File: config.mk
export PLATFORM = sky130hd
export DESIGN_NAME = iol_unit
export DESIGN_NICKNAME = d
export VERILOG_FILES = /design/src/hw/iol_unit.v
export VERILOG_INCLUDE_DIRS = /design/src /design/src/hw
export SDC_FILE = /design/constraint.sdc
export NUM_CORES = 2
export LEC_CHECK = 0
export ABC_AREA = 0
export BUFFER_PORTS_ARGS = -buffer_cell sky130_fd_sc_hd__buf_2
export CAP_MARGIN = 5
export CORE_MARGIN = 5
export CORE_UTILIZATION = 55
export DETAILED_ROUTE_END_ITERATION = 8
export GPL_TIMING_DRIVEN = 0
export PLACE_DENSITY = 0.86
export SYNTH_ARGS = -nofsm -noshare
export SYNTH_HDL_FRONTEND = slang
export SYNTH_SLANG_ARGS = --single-unit
File: constraint.sdc
create_clock -name sys_clk_in -period 13 [get_ports sys_clk_in]
set_input_delay 1.3 -clock sys_clk_in [delete_from_list [all_inputs] [get_ports sys_clk_in]]
set_output_delay 1.3 -clock sys_clk_in [all_outputs]
set_load 0.02 [all_outputs]
File: src/hw/iol_regs.vh
// Command selectors, field codes, reset values and timing counts for the I/O line unit
`ifndef IOL_REGS_VH
`define IOL_REGS_VH
// Command selectors on the host command port
`define IOL_SEL_FUNC_L0 5'h00
`define IOL_SEL_FUNC_L8 5'h08
`define IOL_SEL_FWD_EN 5'h09
`define IOL_SEL_SPT 5'h0A
`define IOL_SEL_FORCE 5'h0B
`define IOL_SEL_OUT_LEVEL 5'h0C
`define IOL_SEL_CHG_MASK 5'h0D
`define IOL_SEL_INTERVAL 5'h0E
`define IOL_SEL_ADC_REF 5'h0F
`define IOL_SEL_BOUND_ADDR 5'h10
`define IOL_SEL_TMO_L0 5'h11
`define IOL_SEL_TMO_L7 5'h18
`define IOL_SEL_PWM_PIN_0_FUNC 5'h19
`define IOL_SEL_PWM_PIN_1_FUNC 5'h1A
`define IOL_SEL_PWM_PIN_0_LEVEL 5'h1B
`define IOL_SEL_PWM_PIN_1_LEVEL 5'h1C
`define IOL_SEL_PWM_HOLD 5'h1D
`define IOL_SEL_RSSI_DUR 5'h1E
// Line function codes
`define IOL_FN_DISABLED 3'h0
`define IOL_FN_SPECIAL 3'h1
`define IOL_FN_ADC 3'h2
`define IOL_FN_DIN 3'h3
`define IOL_FN_OUT_LOW 3'h4
`define IOL_FN_OUT_HIGH 3'h5
// PWM pin function codes
`define IOL_PWM_OFF 2'h0
`define IOL_PWM_RSSI 2'h1
`define IOL_PWM_LEVEL 2'h2
// Reset values and the any-source bound address
`define IOL_RST_FUNC_L5 3'h1
`define IOL_RST_FUNC_L7 3'h1
`define IOL_RST_FWD_EN 1'h1
`define IOL_RST_SPT 8'h01
`define IOL_RST_BOUND_ADDR 64'hFFFFFFFFFFFFFFFF
`define IOL_ADDR_ANY 64'h000000000000FFFF
`define IOL_RST_TMO 8'hFF
`define IOL_RST_PWM_PIN_0_FUNC 2'h1
`define IOL_RST_PWM_PIN_1_FUNC 2'h0
`define IOL_RST_PWM_HOLD 8'hFF
`define IOL_RST_RSSI_DUR 8'h28
// Sample kinds on the sample stream
`define IOL_KIND_PERIODIC 2'h0
`define IOL_KIND_FORCED 2'h1
`define IOL_KIND_CHANGE 2'h2
// Timing
`define IOL_CLK_PERIOD_PS 5000
`define IOL_MS_PS 1000000000
`define IOL_MS_CYCLES (`IOL_MS_PS / `IOL_CLK_PERIOD_PS)
`define IOL_TENTH_MS 7'd100
`endif

File: src/hw/iol_unit.v
// I/O line unit: line functions, sampling, sample queue, line passing and PWM outputs
`timescale 1ns/1ps
`default_nettype none
`include "iol_regs.vh"
module iol_unit #(
   parameter MS_CYCLES = `IOL_MS_CYCLES,
   parameter QDEPTH = 8,
   parameter QAW = 3
) (
   input wire sys_clk_in,
   input wire reset_in,
   input wire cmd_valid_in,
   input wire cmd_write_in,
   input wire [4:0] cmd_sel_in,
   input wire [63:0] cmd_data_in,
   output reg rsp_valid_out,
   output reg rsp_error_out,
   output reg [63:0] rsp_data_out,
   input wire [8:0] line_in,
   output reg [7:0] line_out,
   output reg [7:0] line_oe_out,
   input wire cts_level_in,
   input wire assoc_blink_in,
   output reg rts_level_out,
   input wire [59:0] adc_data_in,
   output reg adc_ref_internal_out,
   output reg smp_valid_out,
   input wire smp_ready_in,
   output reg [8:0] smp_dio_out,
   output reg [59:0] smp_adc_out,
   output reg [1:0] smp_kind_out,
   output reg smp_last_out,
   input wire rx_valid_in,
   input wire [63:0] rx_src_in,
   input wire [7:0] rx_dio_mask_in,
   input wire [7:0] rx_dio_in,
   input wire [1:0] rx_pwm_valid_in,
   input wire [19:0] rx_pwm_in,
   input wire [7:0] rx_rssi_in,
   output reg fwd_valid_out,
   output reg [63:0] fwd_src_out,
   output reg [7:0] fwd_dio_mask_out,
   output reg [7:0] fwd_dio_out,
   output reg [1:0] pwm_pin_out
);
   reg [2:0] func_r [0:8];
   reg fwd_en_r;
   reg [7:0] spt_r;
   reg [7:0] chg_mask_r;
   reg [15:0] interval_r;
   reg adc_ref_r;
   reg [63:0] bound_addr_r;
   reg [7:0] tmo_r [0:7];
   reg [1:0] pwm_func_r [0:1];
   reg [9:0] pwm_level_r [0:1];
   reg [7:0] pwm_hold_r;
   reg [7:0] rssi_dur_r;
   reg [8:0] sync1_r;
   reg [8:0] sync2_r;
   reg [8:0] prev_r;
   reg [31:0] ms_cnt_r;
   reg ms_tick_r;
   reg [6:0] tenth_cnt_r;
   reg tenth_tick_r;
   reg [15:0] ivl_cnt_r;
   reg [68:0] q_mem [0:QDEPTH-1];
   reg [QAW-1:0] q_wr_r;
   reg [QAW-1:0] q_rd_r;
   reg [QAW:0] q_cnt_r;
   reg drain_r;
   reg chg_pend_r;
   reg force_pend_r;
   reg [7:0] drv_r;
   reg [7:0] ltmr_r [0:7];
   reg [7:0] ptmr_r;
   reg [7:0] rtmr_r;
   reg [7:0] rssi_r;
   reg [9:0] pwm_cnt_r;
   integer i;

   // Legal function codes per line
   function fn_ok;
      input [3:0] line;
      input [63:0] code;
      begin
         if (code > 64'h5) begin
            fn_ok = 1'b0;
         end else if (line == 4'd8) begin
            fn_ok = (code == 64'h0) || (code == 64'h3);
         end else if (line == 4'd7 || line == 4'd6) begin
            fn_ok = (code != 64'h2);
         end else if (line == 4'd5) begin
            fn_ok = 1'b1;
         end else begin
            fn_ok = (code != 64'h1);
         end
      end
   endfunction

   wire [8:0] din_en;
   wire [5:0] adc_en;
   wire [7:0] out_en;
   wire [7:0] out_dflt;
   genvar g;
   generate
      for (g = 0; g < 9; g = g + 1) begin : g_en
         assign din_en[g] = (func_r[g] == `IOL_FN_DIN);
      end
      for (g = 0; g < 6; g = g + 1) begin : g_adc
         assign adc_en[g] = (func_r[g] == `IOL_FN_ADC);
      end
      for (g = 0; g < 8; g = g + 1) begin : g_out
         assign out_en[g] = (func_r[g] == `IOL_FN_OUT_LOW) || (func_r[g] == `IOL_FN_OUT_HIGH);
         assign out_dflt[g] = (func_r[g] == `IOL_FN_OUT_HIGH);
      end
   endgenerate

   wire any_in = (|din_en) || (|adc_en);
   wire [8:0] live_dio = sync2_r & din_en;
   wire [59:0] live_adc;
   generate
      for (g = 0; g < 6; g = g + 1) begin : g_adcm
         assign live_adc[g*10 +: 10] = adc_en[g] ? adc_data_in[g*10 +: 10] : 10'h000;
      end
   endgenerate
   // A change only counts on lines both masked and set as digital input
   wire chg_hit = |((sync2_r[7:0] ^ prev_r[7:0]) & chg_mask_r & din_en[7:0]);
   wire periodic = (interval_r != 16'h0000) && ms_tick_r && (ivl_cnt_r + 16'h0001 >= interval_r);
   wire q_full = (q_cnt_r == QDEPTH[QAW:0]);
   // Queue depth caps the usable group size
   wire [8:0] grp = ({1'b0, spt_r} > QDEPTH[8:0]) ? QDEPTH[8:0] : {1'b0, spt_r};
   wire push = periodic && any_in && !q_full;
   wire ld = !smp_valid_out || smp_ready_in;
   wire do_force = ld && force_pend_r;
   wire do_pop = ld && !force_pend_r && (q_cnt_r != 0) && (drain_r || chg_pend_r);
   wire do_chg = ld && !force_pend_r && chg_pend_r && (q_cnt_r == 0) && !do_pop;
   wire q_hit_grp = ({{(8-QAW){1'b0}}, q_cnt_r} + (push ? 9'd1 : 9'd0)) >= grp;
   wire rx_ok = rx_valid_in && (bound_addr_r != `IOL_RST_BOUND_ADDR) &&
                ((bound_addr_r == `IOL_ADDR_ANY) || (bound_addr_r == rx_src_in));
   wire is_wr = cmd_valid_in && cmd_write_in;

   // Host commands: configuration, force sample and output levels
   always @(posedge sys_clk_in) begin
      if (reset_in) begin
         for (i = 0; i < 9; i = i + 1) begin
            func_r[i] <= `IOL_FN_DISABLED;
         end
         func_r[5] <= `IOL_RST_FUNC_L5;
         func_r[7] <= `IOL_RST_FUNC_L7;
         fwd_en_r <= `IOL_RST_FWD_EN;
         spt_r <= `IOL_RST_SPT;
         chg_mask_r <= 8'h00;
         interval_r <= 16'h0000;
         adc_ref_r <= 1'b0;
         bound_addr_r <= `IOL_RST_BOUND_ADDR;
         for (i = 0; i < 8; i = i + 1) begin
            tmo_r[i] <= `IOL_RST_TMO;
         end
         pwm_func_r[0] <= `IOL_RST_PWM_PIN_0_FUNC;
         pwm_func_r[1] <= `IOL_RST_PWM_PIN_1_FUNC;
         pwm_hold_r <= `IOL_RST_PWM_HOLD;
         rssi_dur_r <= `IOL_RST_RSSI_DUR;
         rsp_valid_out <= 1'b0;
         rsp_error_out <= 1'b0;
         rsp_data_out <= 64'h0;
         force_pend_r <= 1'b0;
      end else begin
         rsp_valid_out <= cmd_valid_in;
         rsp_error_out <= 1'b0;
         rsp_data_out <= 64'h0;
         if (do_force) begin
            force_pend_r <= 1'b0;
         end
         if (cmd_valid_in) begin
            if (cmd_sel_in <= `IOL_SEL_FUNC_L8) begin
               rsp_data_out <= {61'h0, func_r[cmd_sel_in[3:0]]};
               if (cmd_write_in && fn_ok(cmd_sel_in[3:0], cmd_data_in)) begin
                  func_r[cmd_sel_in[3:0]] <= cmd_data_in[2:0];
               end else if (cmd_write_in) begin
                  rsp_error_out <= 1'b1;
               end
            end else if (cmd_sel_in == `IOL_SEL_FWD_EN) begin
               rsp_data_out <= {63'h0, fwd_en_r};
               if (is_wr && cmd_data_in <= 64'h1) fwd_en_r <= cmd_data_in[0];
               rsp_error_out <= cmd_write_in && (cmd_data_in > 64'h1);
            end else if (cmd_sel_in == `IOL_SEL_SPT) begin
               rsp_data_out <= {56'h0, spt_r};
               if (is_wr && cmd_data_in != 64'h0 && cmd_data_in <= 64'hFF) spt_r <= cmd_data_in[7:0];
               rsp_error_out <= cmd_write_in && (cmd_data_in == 64'h0 || cmd_data_in > 64'hFF);
            end else if (cmd_sel_in == `IOL_SEL_FORCE) begin
               if (any_in) begin
                  force_pend_r <= 1'b1;
               end else begin
                  rsp_error_out <= 1'b1;
               end
            end else if (cmd_sel_in == `IOL_SEL_OUT_LEVEL) begin
               rsp_data_out <= {56'h0, drv_r};
            end else if (cmd_sel_in == `IOL_SEL_CHG_MASK) begin
               rsp_data_out <= {56'h0, chg_mask_r};
               if (is_wr) chg_mask_r <= cmd_data_in[7:0];
            end else if (cmd_sel_in == `IOL_SEL_INTERVAL) begin
               rsp_data_out <= {48'h0, interval_r};
               if (is_wr) interval_r <= cmd_data_in[15:0];
            end else if (cmd_sel_in == `IOL_SEL_ADC_REF) begin
               rsp_data_out <= {63'h0, adc_ref_r};
               if (is_wr && cmd_data_in <= 64'h1) adc_ref_r <= cmd_data_in[0];
               rsp_error_out <= cmd_write_in && (cmd_data_in > 64'h1);
            end else if (cmd_sel_in == `IOL_SEL_BOUND_ADDR) begin
               rsp_data_out <= bound_addr_r;
               if (is_wr) bound_addr_r <= cmd_data_in;
            end else if (cmd_sel_in >= `IOL_SEL_TMO_L0 && cmd_sel_in <= `IOL_SEL_TMO_L7) begin
               rsp_data_out <= {56'h0, tmo_r[cmd_sel_in[2:0] - 3'd1]};
               if (is_wr) tmo_r[cmd_sel_in[2:0] - 3'd1] <= cmd_data_in[7:0];
            end else if (cmd_sel_in == `IOL_SEL_PWM_PIN_0_FUNC || cmd_sel_in == `IOL_SEL_PWM_PIN_1_FUNC) begin
               rsp_data_out <= {62'h0, pwm_func_r[cmd_sel_in[1]]};
               if (is_wr && cmd_data_in <= 64'h2) pwm_func_r[cmd_sel_in[1]] <= cmd_data_in[1:0];
               rsp_error_out <= cmd_write_in && (cmd_data_in > 64'h2);
            end else if (cmd_sel_in == `IOL_SEL_PWM_PIN_0_LEVEL || cmd_sel_in == `IOL_SEL_PWM_PIN_1_LEVEL) begin
               rsp_data_out <= {54'h0, pwm_level_r[~cmd_sel_in[0]]};
               rsp_error_out <= cmd_write_in && (cmd_data_in > 64'h3FF);
            end else if (cmd_sel_in == `IOL_SEL_PWM_HOLD) begin
               rsp_data_out <= {56'h0, pwm_hold_r};
               if (is_wr) pwm_hold_r <= cmd_data_in[7:0];
            end else if (cmd_sel_in == `IOL_SEL_RSSI_DUR) begin
               rsp_data_out <= {56'h0, rssi_dur_r};
               if (is_wr) rssi_dur_r <= cmd_data_in[7:0];
            end else begin
               rsp_error_out <= 1'b1;
            end
         end
      end
   end

   // Pin synchroniser and timebase
   always @(posedge sys_clk_in) begin
      if (reset_in) begin
         sync1_r <= 9'h000;
         sync2_r <= 9'h000;
         prev_r <= 9'h000;
         ms_cnt_r <= 32'h0;
         ms_tick_r <= 1'b0;
         tenth_cnt_r <= 7'h00;
         tenth_tick_r <= 1'b0;
         ivl_cnt_r <= 16'h0000;
      end else begin
         sync1_r <= line_in;
         sync2_r <= sync1_r;
         prev_r <= sync2_r;
         ms_tick_r <= (ms_cnt_r == MS_CYCLES - 1);
         ms_cnt_r <= (ms_cnt_r == MS_CYCLES - 1) ? 32'h0 : ms_cnt_r + 32'h1;
         tenth_tick_r <= 1'b0;
         if (ms_tick_r) begin
            tenth_tick_r <= (tenth_cnt_r == `IOL_TENTH_MS - 7'd1);
            tenth_cnt_r <= (tenth_cnt_r == `IOL_TENTH_MS - 7'd1) ? 7'h00 : tenth_cnt_r + 7'd1;
         end
         if (interval_r == 16'h0000 || periodic) begin
            ivl_cnt_r <= 16'h0000;
         end else if (ms_tick_r) begin
            ivl_cnt_r <= ivl_cnt_r + 16'h0001;
         end
      end
   end

   // Sample queue and sample stream; forced samples jump the queue
   always @(posedge sys_clk_in) begin
      if (push) begin
         q_mem[q_wr_r] <= {live_dio, live_adc};
      end
   end

   always @(posedge sys_clk_in) begin
      if (reset_in) begin
         q_wr_r <= {QAW{1'b0}};
         q_rd_r <= {QAW{1'b0}};
         q_cnt_r <= {(QAW+1){1'b0}};
         drain_r <= 1'b0;
         chg_pend_r <= 1'b0;
         smp_valid_out <= 1'b0;
         smp_dio_out <= 9'h000;
         smp_adc_out <= 60'h0;
         smp_kind_out <= `IOL_KIND_PERIODIC;
         smp_last_out <= 1'b0;
      end else begin
         if (push) q_wr_r <= q_wr_r + 1'b1;
         if (do_pop) q_rd_r <= q_rd_r + 1'b1;
         q_cnt_r <= q_cnt_r + (push ? 1'b1 : 1'b0) - (do_pop ? 1'b1 : 1'b0);
         if (push && q_hit_grp) begin
            drain_r <= 1'b1;
         end else if (do_pop && q_cnt_r == 1) begin
            drain_r <= 1'b0;
         end
         // A change arriving in the same cycle the flag clears is kept
         if (chg_hit) begin
            chg_pend_r <= 1'b1;
         end else if (do_chg) begin
            chg_pend_r <= 1'b0;
         end
         if (ld) smp_valid_out <= 1'b0;
         if (do_force) begin
            smp_valid_out <= 1'b1;
            smp_dio_out <= live_dio;
            smp_adc_out <= live_adc;
            smp_kind_out <= `IOL_KIND_FORCED;
            smp_last_out <= 1'b1;
         end else if (do_pop) begin
            smp_valid_out <= 1'b1;
            {smp_dio_out, smp_adc_out} <= q_mem[q_rd_r];
            smp_kind_out <= `IOL_KIND_PERIODIC;
            smp_last_out <= (q_cnt_r == 1);
         end else if (do_chg) begin
            smp_valid_out <= 1'b1;
            smp_dio_out <= live_dio;
            smp_adc_out <= 60'h0;
            smp_kind_out <= `IOL_KIND_CHANGE;
            smp_last_out <= 1'b1;
         end
      end
   end

   // Output lines, passing with per-line timeouts, forwarding
   always @(posedge sys_clk_in) begin
      if (reset_in) begin
         drv_r <= 8'h00;
         line_out <= 8'h00;
         line_oe_out <= 8'h00;
         rts_level_out <= 1'b0;
         adc_ref_internal_out <= 1'b0;
         fwd_valid_out <= 1'b0;
         fwd_src_out <= 64'h0;
         fwd_dio_mask_out <= 8'h00;
         fwd_dio_out <= 8'h00;
         for (i = 0; i < 8; i = i + 1) begin
            ltmr_r[i] <= 8'h00;
         end
      end else begin
         adc_ref_internal_out <= adc_ref_r;
         rts_level_out <= (func_r[6] == `IOL_FN_SPECIAL) ? sync2_r[6] : 1'b0;
         fwd_valid_out <= rx_valid_in && fwd_en_r;
         if (rx_valid_in) begin
            fwd_src_out <= rx_src_in;
            fwd_dio_mask_out <= rx_dio_mask_in;
            fwd_dio_out <= rx_dio_in;
         end
         for (i = 0; i < 8; i = i + 1) begin
            if (!out_en[i]) begin
               drv_r[i] <= out_dflt[i];
               ltmr_r[i] <= 8'h00;
            end else if (rx_ok && rx_dio_mask_in[i]) begin
               drv_r[i] <= rx_dio_in[i];
               ltmr_r[i] <= (rx_dio_in[i] != out_dflt[i]) ? tmo_r[i] : 8'h00;
            end else if (rx_ok && ltmr_r[i] != 8'h00) begin
               ltmr_r[i] <= tmo_r[i];
            end else if (is_wr && cmd_sel_in == `IOL_SEL_OUT_LEVEL) begin
               drv_r[i] <= cmd_data_in[i];
            end else if (tenth_tick_r && ltmr_r[i] != 8'h00) begin
               ltmr_r[i] <= ltmr_r[i] - 8'd1;
               if (ltmr_r[i] == 8'd1) drv_r[i] <= out_dflt[i];
            end
            line_oe_out[i] <= out_en[i];
            line_out[i] <= drv_r[i];
         end
         // Special functions drive lines 5 and 7 as outputs
         if (func_r[7] == `IOL_FN_SPECIAL) begin
            line_oe_out[7] <= 1'b1;
            line_out[7] <= cts_level_in;
         end
         if (func_r[5] == `IOL_FN_SPECIAL) begin
            line_oe_out[5] <= 1'b1;
            line_out[5] <= assoc_blink_in;
         end
      end
   end

   // PWM levels, shared hold timer and signal strength timer
   always @(posedge sys_clk_in) begin
      if (reset_in) begin
         pwm_level_r[0] <= 10'h000;
         pwm_level_r[1] <= 10'h000;
         ptmr_r <= 8'h00;
         rtmr_r <= 8'h00;
         rssi_r <= 8'h00;
         pwm_cnt_r <= 10'h000;
         pwm_pin_out <= 2'b00;
      end else begin
         pwm_cnt_r <= pwm_cnt_r + 10'd1;
         if (rx_valid_in) begin
            rssi_r <= rx_rssi_in;
            rtmr_r <= rssi_dur_r;
         end else if (tenth_tick_r && rtmr_r != 8'h00) begin
            rtmr_r <= rtmr_r - 8'd1;
         end
         if (rx_ok && (rx_pwm_valid_in != 2'b00) && (rx_pwm_in != 20'h0)) begin
            ptmr_r <= pwm_hold_r;
         end else if (rx_ok && ptmr_r != 8'h00) begin
            ptmr_r <= pwm_hold_r;
         end else if (tenth_tick_r && ptmr_r != 8'h00) begin
            ptmr_r <= ptmr_r - 8'd1;
         end
         for (i = 0; i < 2; i = i + 1) begin
            if (rx_ok && rx_pwm_valid_in[i]) begin
               pwm_level_r[i] <= rx_pwm_in[i*10 +: 10];
            end else if (is_wr && cmd_data_in <= 64'h3FF &&
                         cmd_sel_in == (i == 0 ? `IOL_SEL_PWM_PIN_0_LEVEL : `IOL_SEL_PWM_PIN_1_LEVEL)) begin
               pwm_level_r[i] <= cmd_data_in[9:0];
            end else if (tenth_tick_r && ptmr_r == 8'd1) begin
               pwm_level_r[i] <= 10'h000;
            end
            if (pwm_func_r[i] == `IOL_PWM_LEVEL) begin
               pwm_pin_out[i] <= (pwm_cnt_r < pwm_level_r[i]);
            end else if (pwm_func_r[i] == `IOL_PWM_RSSI) begin
               pwm_pin_out[i] <= (rtmr_r != 8'h00) && (pwm_cnt_r < {rssi_r, 2'b00});
            end else begin
               pwm_pin_out[i] <= 1'b0;
            end
         end
      end
   end
endmodule // iol_unit
`default_nettype wire

==> metrics <==
status finished, violations left; failing checks capacitance limit, slew limit; Resized cells post-CTS 0; sequential area share after synthesis 60.74%; pre-CTS setup slack 6286 ps; critical path arrival 6860 ps; Worst Reg-to-Reg Cells 24; Worst Skew 47.32 ps; post-synthesis cell area 53450 sq um; DP Area 58390 sq um; Remaining DRCs 0; VDD IR max 133.7 uV; input/output buffers 488; final wirelength 180.8 mm; R2R Setup Slk 7370 ps; DRT iter0 DRCs 5758; Max Cap Violations 1; vias per std cell 6.422; synth unique cells 87; Post-Place Cells 6061; gpl congestion 1.007; Initial Util 55.35%; DRT antenna net count 0; CTS tree yes; Hold EP sync2_r[1]$_SDFF_PP0_; Bufs on Longest Clock Path 3; Site Rows 114; via count 40430; power per cell area 134.0 nW/um^2; CP endpoint kind register; total gr overflow 0; post-CTS setup buffers 0; ys async rst share 0%; Slew headroom -0.2617%; r2r startpoint ivl_cnt_r[2]$_SDFFE_PP0P_; Chip Height 321.7 microns; worst flop-to-flop path endpoint drain_r$_SDFFE_PP0P_; crit path max fanout 10; Die Area 103500 sq um; Die Wd 321.7 microns; HP Class register to register; largest net degree at the start of global routing 18; Post-Syn Area per Cell 12.76 sq um; FMAX 157.1 MHz; worst path required time 13500 ps; setup ws final 6633 ps; Root Buffer clkbuf_16; clock tree sinks 1247; Max Slew Vio Count 1; fin crit share 48.97%; Global Route Usage Sum 33.89%; hold_buf cts 0; predominant post-synthesis flop cell edfxtp_1; min Tclk post-route 6367 ps; Layout area overhead 17.02%; Hold Violations, Final 0; core area 96570 sq um; Worst setup SP type primary input; cells after synthesis 4188; RSZ-0062 raised after global routing false; CTS Buf Count 118; vias in the first global route 39890; Top-Level Pins 496; worst hold path depth 1; Worst Tran Pin Value 1498 ps; Min Hold Slack 439.0 ps; fin area 62540 sq um; first-pass GRT wire length 260.5 mm; share of layout cells above drive strength 1 21.17%; Worst Setup Path Type primary input to register; # fillers 6789; final setup violation count 0; Clk Latency, worst-skew pair 730 ps; final net count 5250; Worst-path clk slew 60 ps; Pre-Repair DR Iteration Count 8; leak pwr 22.70 nW; antenna violations before repair 22; YS warnings 0; Post-Layout Cell Count 6296; EDFF count, synth 749; min-delay src sync1_r[1]$_SDFF_PP0_; routed len/inst 28.72 microns; hpwl dp 130.1 mm; CTS H-tree depth 3; Final Util 64.77%; Synth Register Bits 1247
==> cells by family after synthesis <==
| kind of cell | count (synthesis) | share of synthesized area, % |
|---|---|---|
| and+or+nand+nor | 1336 | 12.48 |
| AOI/OAI and AO/OA | 530 | 6.342 |
| other | 2 | 0.01405 |
| muxes | 461 | 12.71 |
| DFF | 1247 | 60.74 |
| xor gates and xnor gates | 202 | 3.310 |
| buffers and inverters | 321 | 2.306 |
| adders and majority gates | 89 | 2.098 |
==> worst max-delay path: stages <==
cell and delay, ps:
buf_2 120, clkbuf_1 650, clkbuf_1 680, inv_1 410, ha_1 300, clkbuf_1 250
nand2_1 240, nor2_1 180, nand3_1 190, and2_1 140, clkbuf_1 710, and2_0 220
clkbuf_1 670, nand3_1 430, o21ai_0 350
==> power by group <==
group	switching, mW	internal, mW
sequential	0.0475	4.22
combinational	0.308	0.151
clock	1.57	2.08
total	1.93	6.46
==> state kept, by name, summed over array words and instances (netlist names), 9 cells and up, named ones only <==
name / flops
pwm_cnt_r: 10
fwd_src_out: 64
interval_r: 16
ivl_cnt_r: 16
pwm_level_r: 20
smp_dio_out: 9
bound_addr_r: 64
rsp_data_out: 64
ms_cnt_r: 32
q_mem: 552
sync2_r: 9
ltmr_r: 64
smp_adc_out: 60
func_r: 48
tmo_r: 64
sync1_r: 9
==> metal layers <==
| metal | part of all wire, % | track usage, % | vias to the layer above | routed length, microns |
|---|---|---|---|---|
| li1 | - | - | 17020 | - |
| met1 | 34 | 40.90 | 19600 | 61150 |
| met4 | 6.8 | 18.49 | 8 | 12360 |
| met5 | 0.024 | 0 | - | 43 |
| met3 | 12 | 9.557 | 658 | 22270 |
| met2 | 47 | 55.49 | 3149 | 85000 |
==> how the worst max path moves through the flow <==
stage	end	cells past startpoint	from
CTS	ltmr_r[1][5]$_SDFFCE_PN0P_	15	cmd_sel_in[1]
detailed placement	ltmr_r[1][5]$_SDFFCE_PN0P_	15	cmd_sel_in[1]
global placement	q_mem[6][37]$_DFFE_PP_	13	ivl_cnt_r[2]$_SDFFE_PP0P_
finish	ltmr_r[0][11]$_SDFFCE_PN0P_	15	cmd_sel_in[1]
global route	ltmr_r[1][10]$_DFFE_PP_	15	cmd_sel_in[1]
floorplan	q_mem[2][0]$_DFFE_PP_	13	ivl_cnt_r[2]$_SDFFE_PP0P_
==> area by class of cell <==
type / instances / area (sq um) / area share [%]
buffer: 219 / 849.6 / 1.358
antenna: 9 / 22.52 / 0.03601
inverter: 102 / 382.9 / 0.6122
timing repair buffer: 577 / 3216 / 5.141
clock buffer: 151 / 3262 / 5.215
sequential: 1247 / 32460 / 51.90
clock inverter: 75 / 873.3 / 1.396
tap: 1276 / 1597 / 2.553
multi-input combinational: 2640 / 19880 / 31.79
==> cells in the final DEF, fill, tap and decap left out, types with 22 or more instances in the layout <==
master,netlist,final
edfxtp_1,749,749
buf_2,13,501
dfxtp_1,498,498
nand2_1,359,359
nor2_1,327,327
mux2i_1,230,230
clkbuf_1,169,188
mux4_2,168,168
a21oi_1,150,150
xnor2_1,141,141
clkbuf_16,0,122
o21ai_0,119,119
inv_1,97,97
ha_1,88,88
nand3_1,87,87
and2_1,86,86
nor4_1,81,79
nand4_1,78,78
a22oi_1,75,75
and3_1,74,74
buf_4,1,66
mux2_2,63,63
xor2_1,61,61
nor2b_1,58,58
nor3_1,53,50
buf_1,35,35
a211oi_1,26,26
nand2b_1,25,25
clkinv_2,0,25
conb_1,2,22
==> cells in the mapped netlist (all sizes together) (83+ instances only) <==
| cell type | instances | area, sq um |
|---|---|---|
| a21oi | 150 | 750.7 |
| and2 | 87 | 544.3 |
| clkbuf | 169 | 634.4 |
| dfxtp | 498 | 9970 |
| edfxtp | 749 | 22490 |
| ha | 88 | 1101 |
| inv | 99 | 371.6 |
| mux2i | 230 | 2302 |
| mux4 | 168 | 3784 |
| nand2 | 359 | 1348 |
| nand3 | 88 | 445.4 |
| nor2 | 327 | 1227 |
| nor4 | 83 | 540.5 |
| o21ai | 134 | 678.2 |
| xnor2 | 141 | 1235 |
==> metrics by stage <==
step           total power [mW]  TNS [ps]
2_1_floorplan             4.575         0
3_3_place_gp              4.784  -1676190
3_5_place_dp              4.793         0
4_1_cts                   8.369         0
5_1_grt                   8.592         0
6_report                  8.381         0
Note: power is estimated with default switching activity, not from simulation.
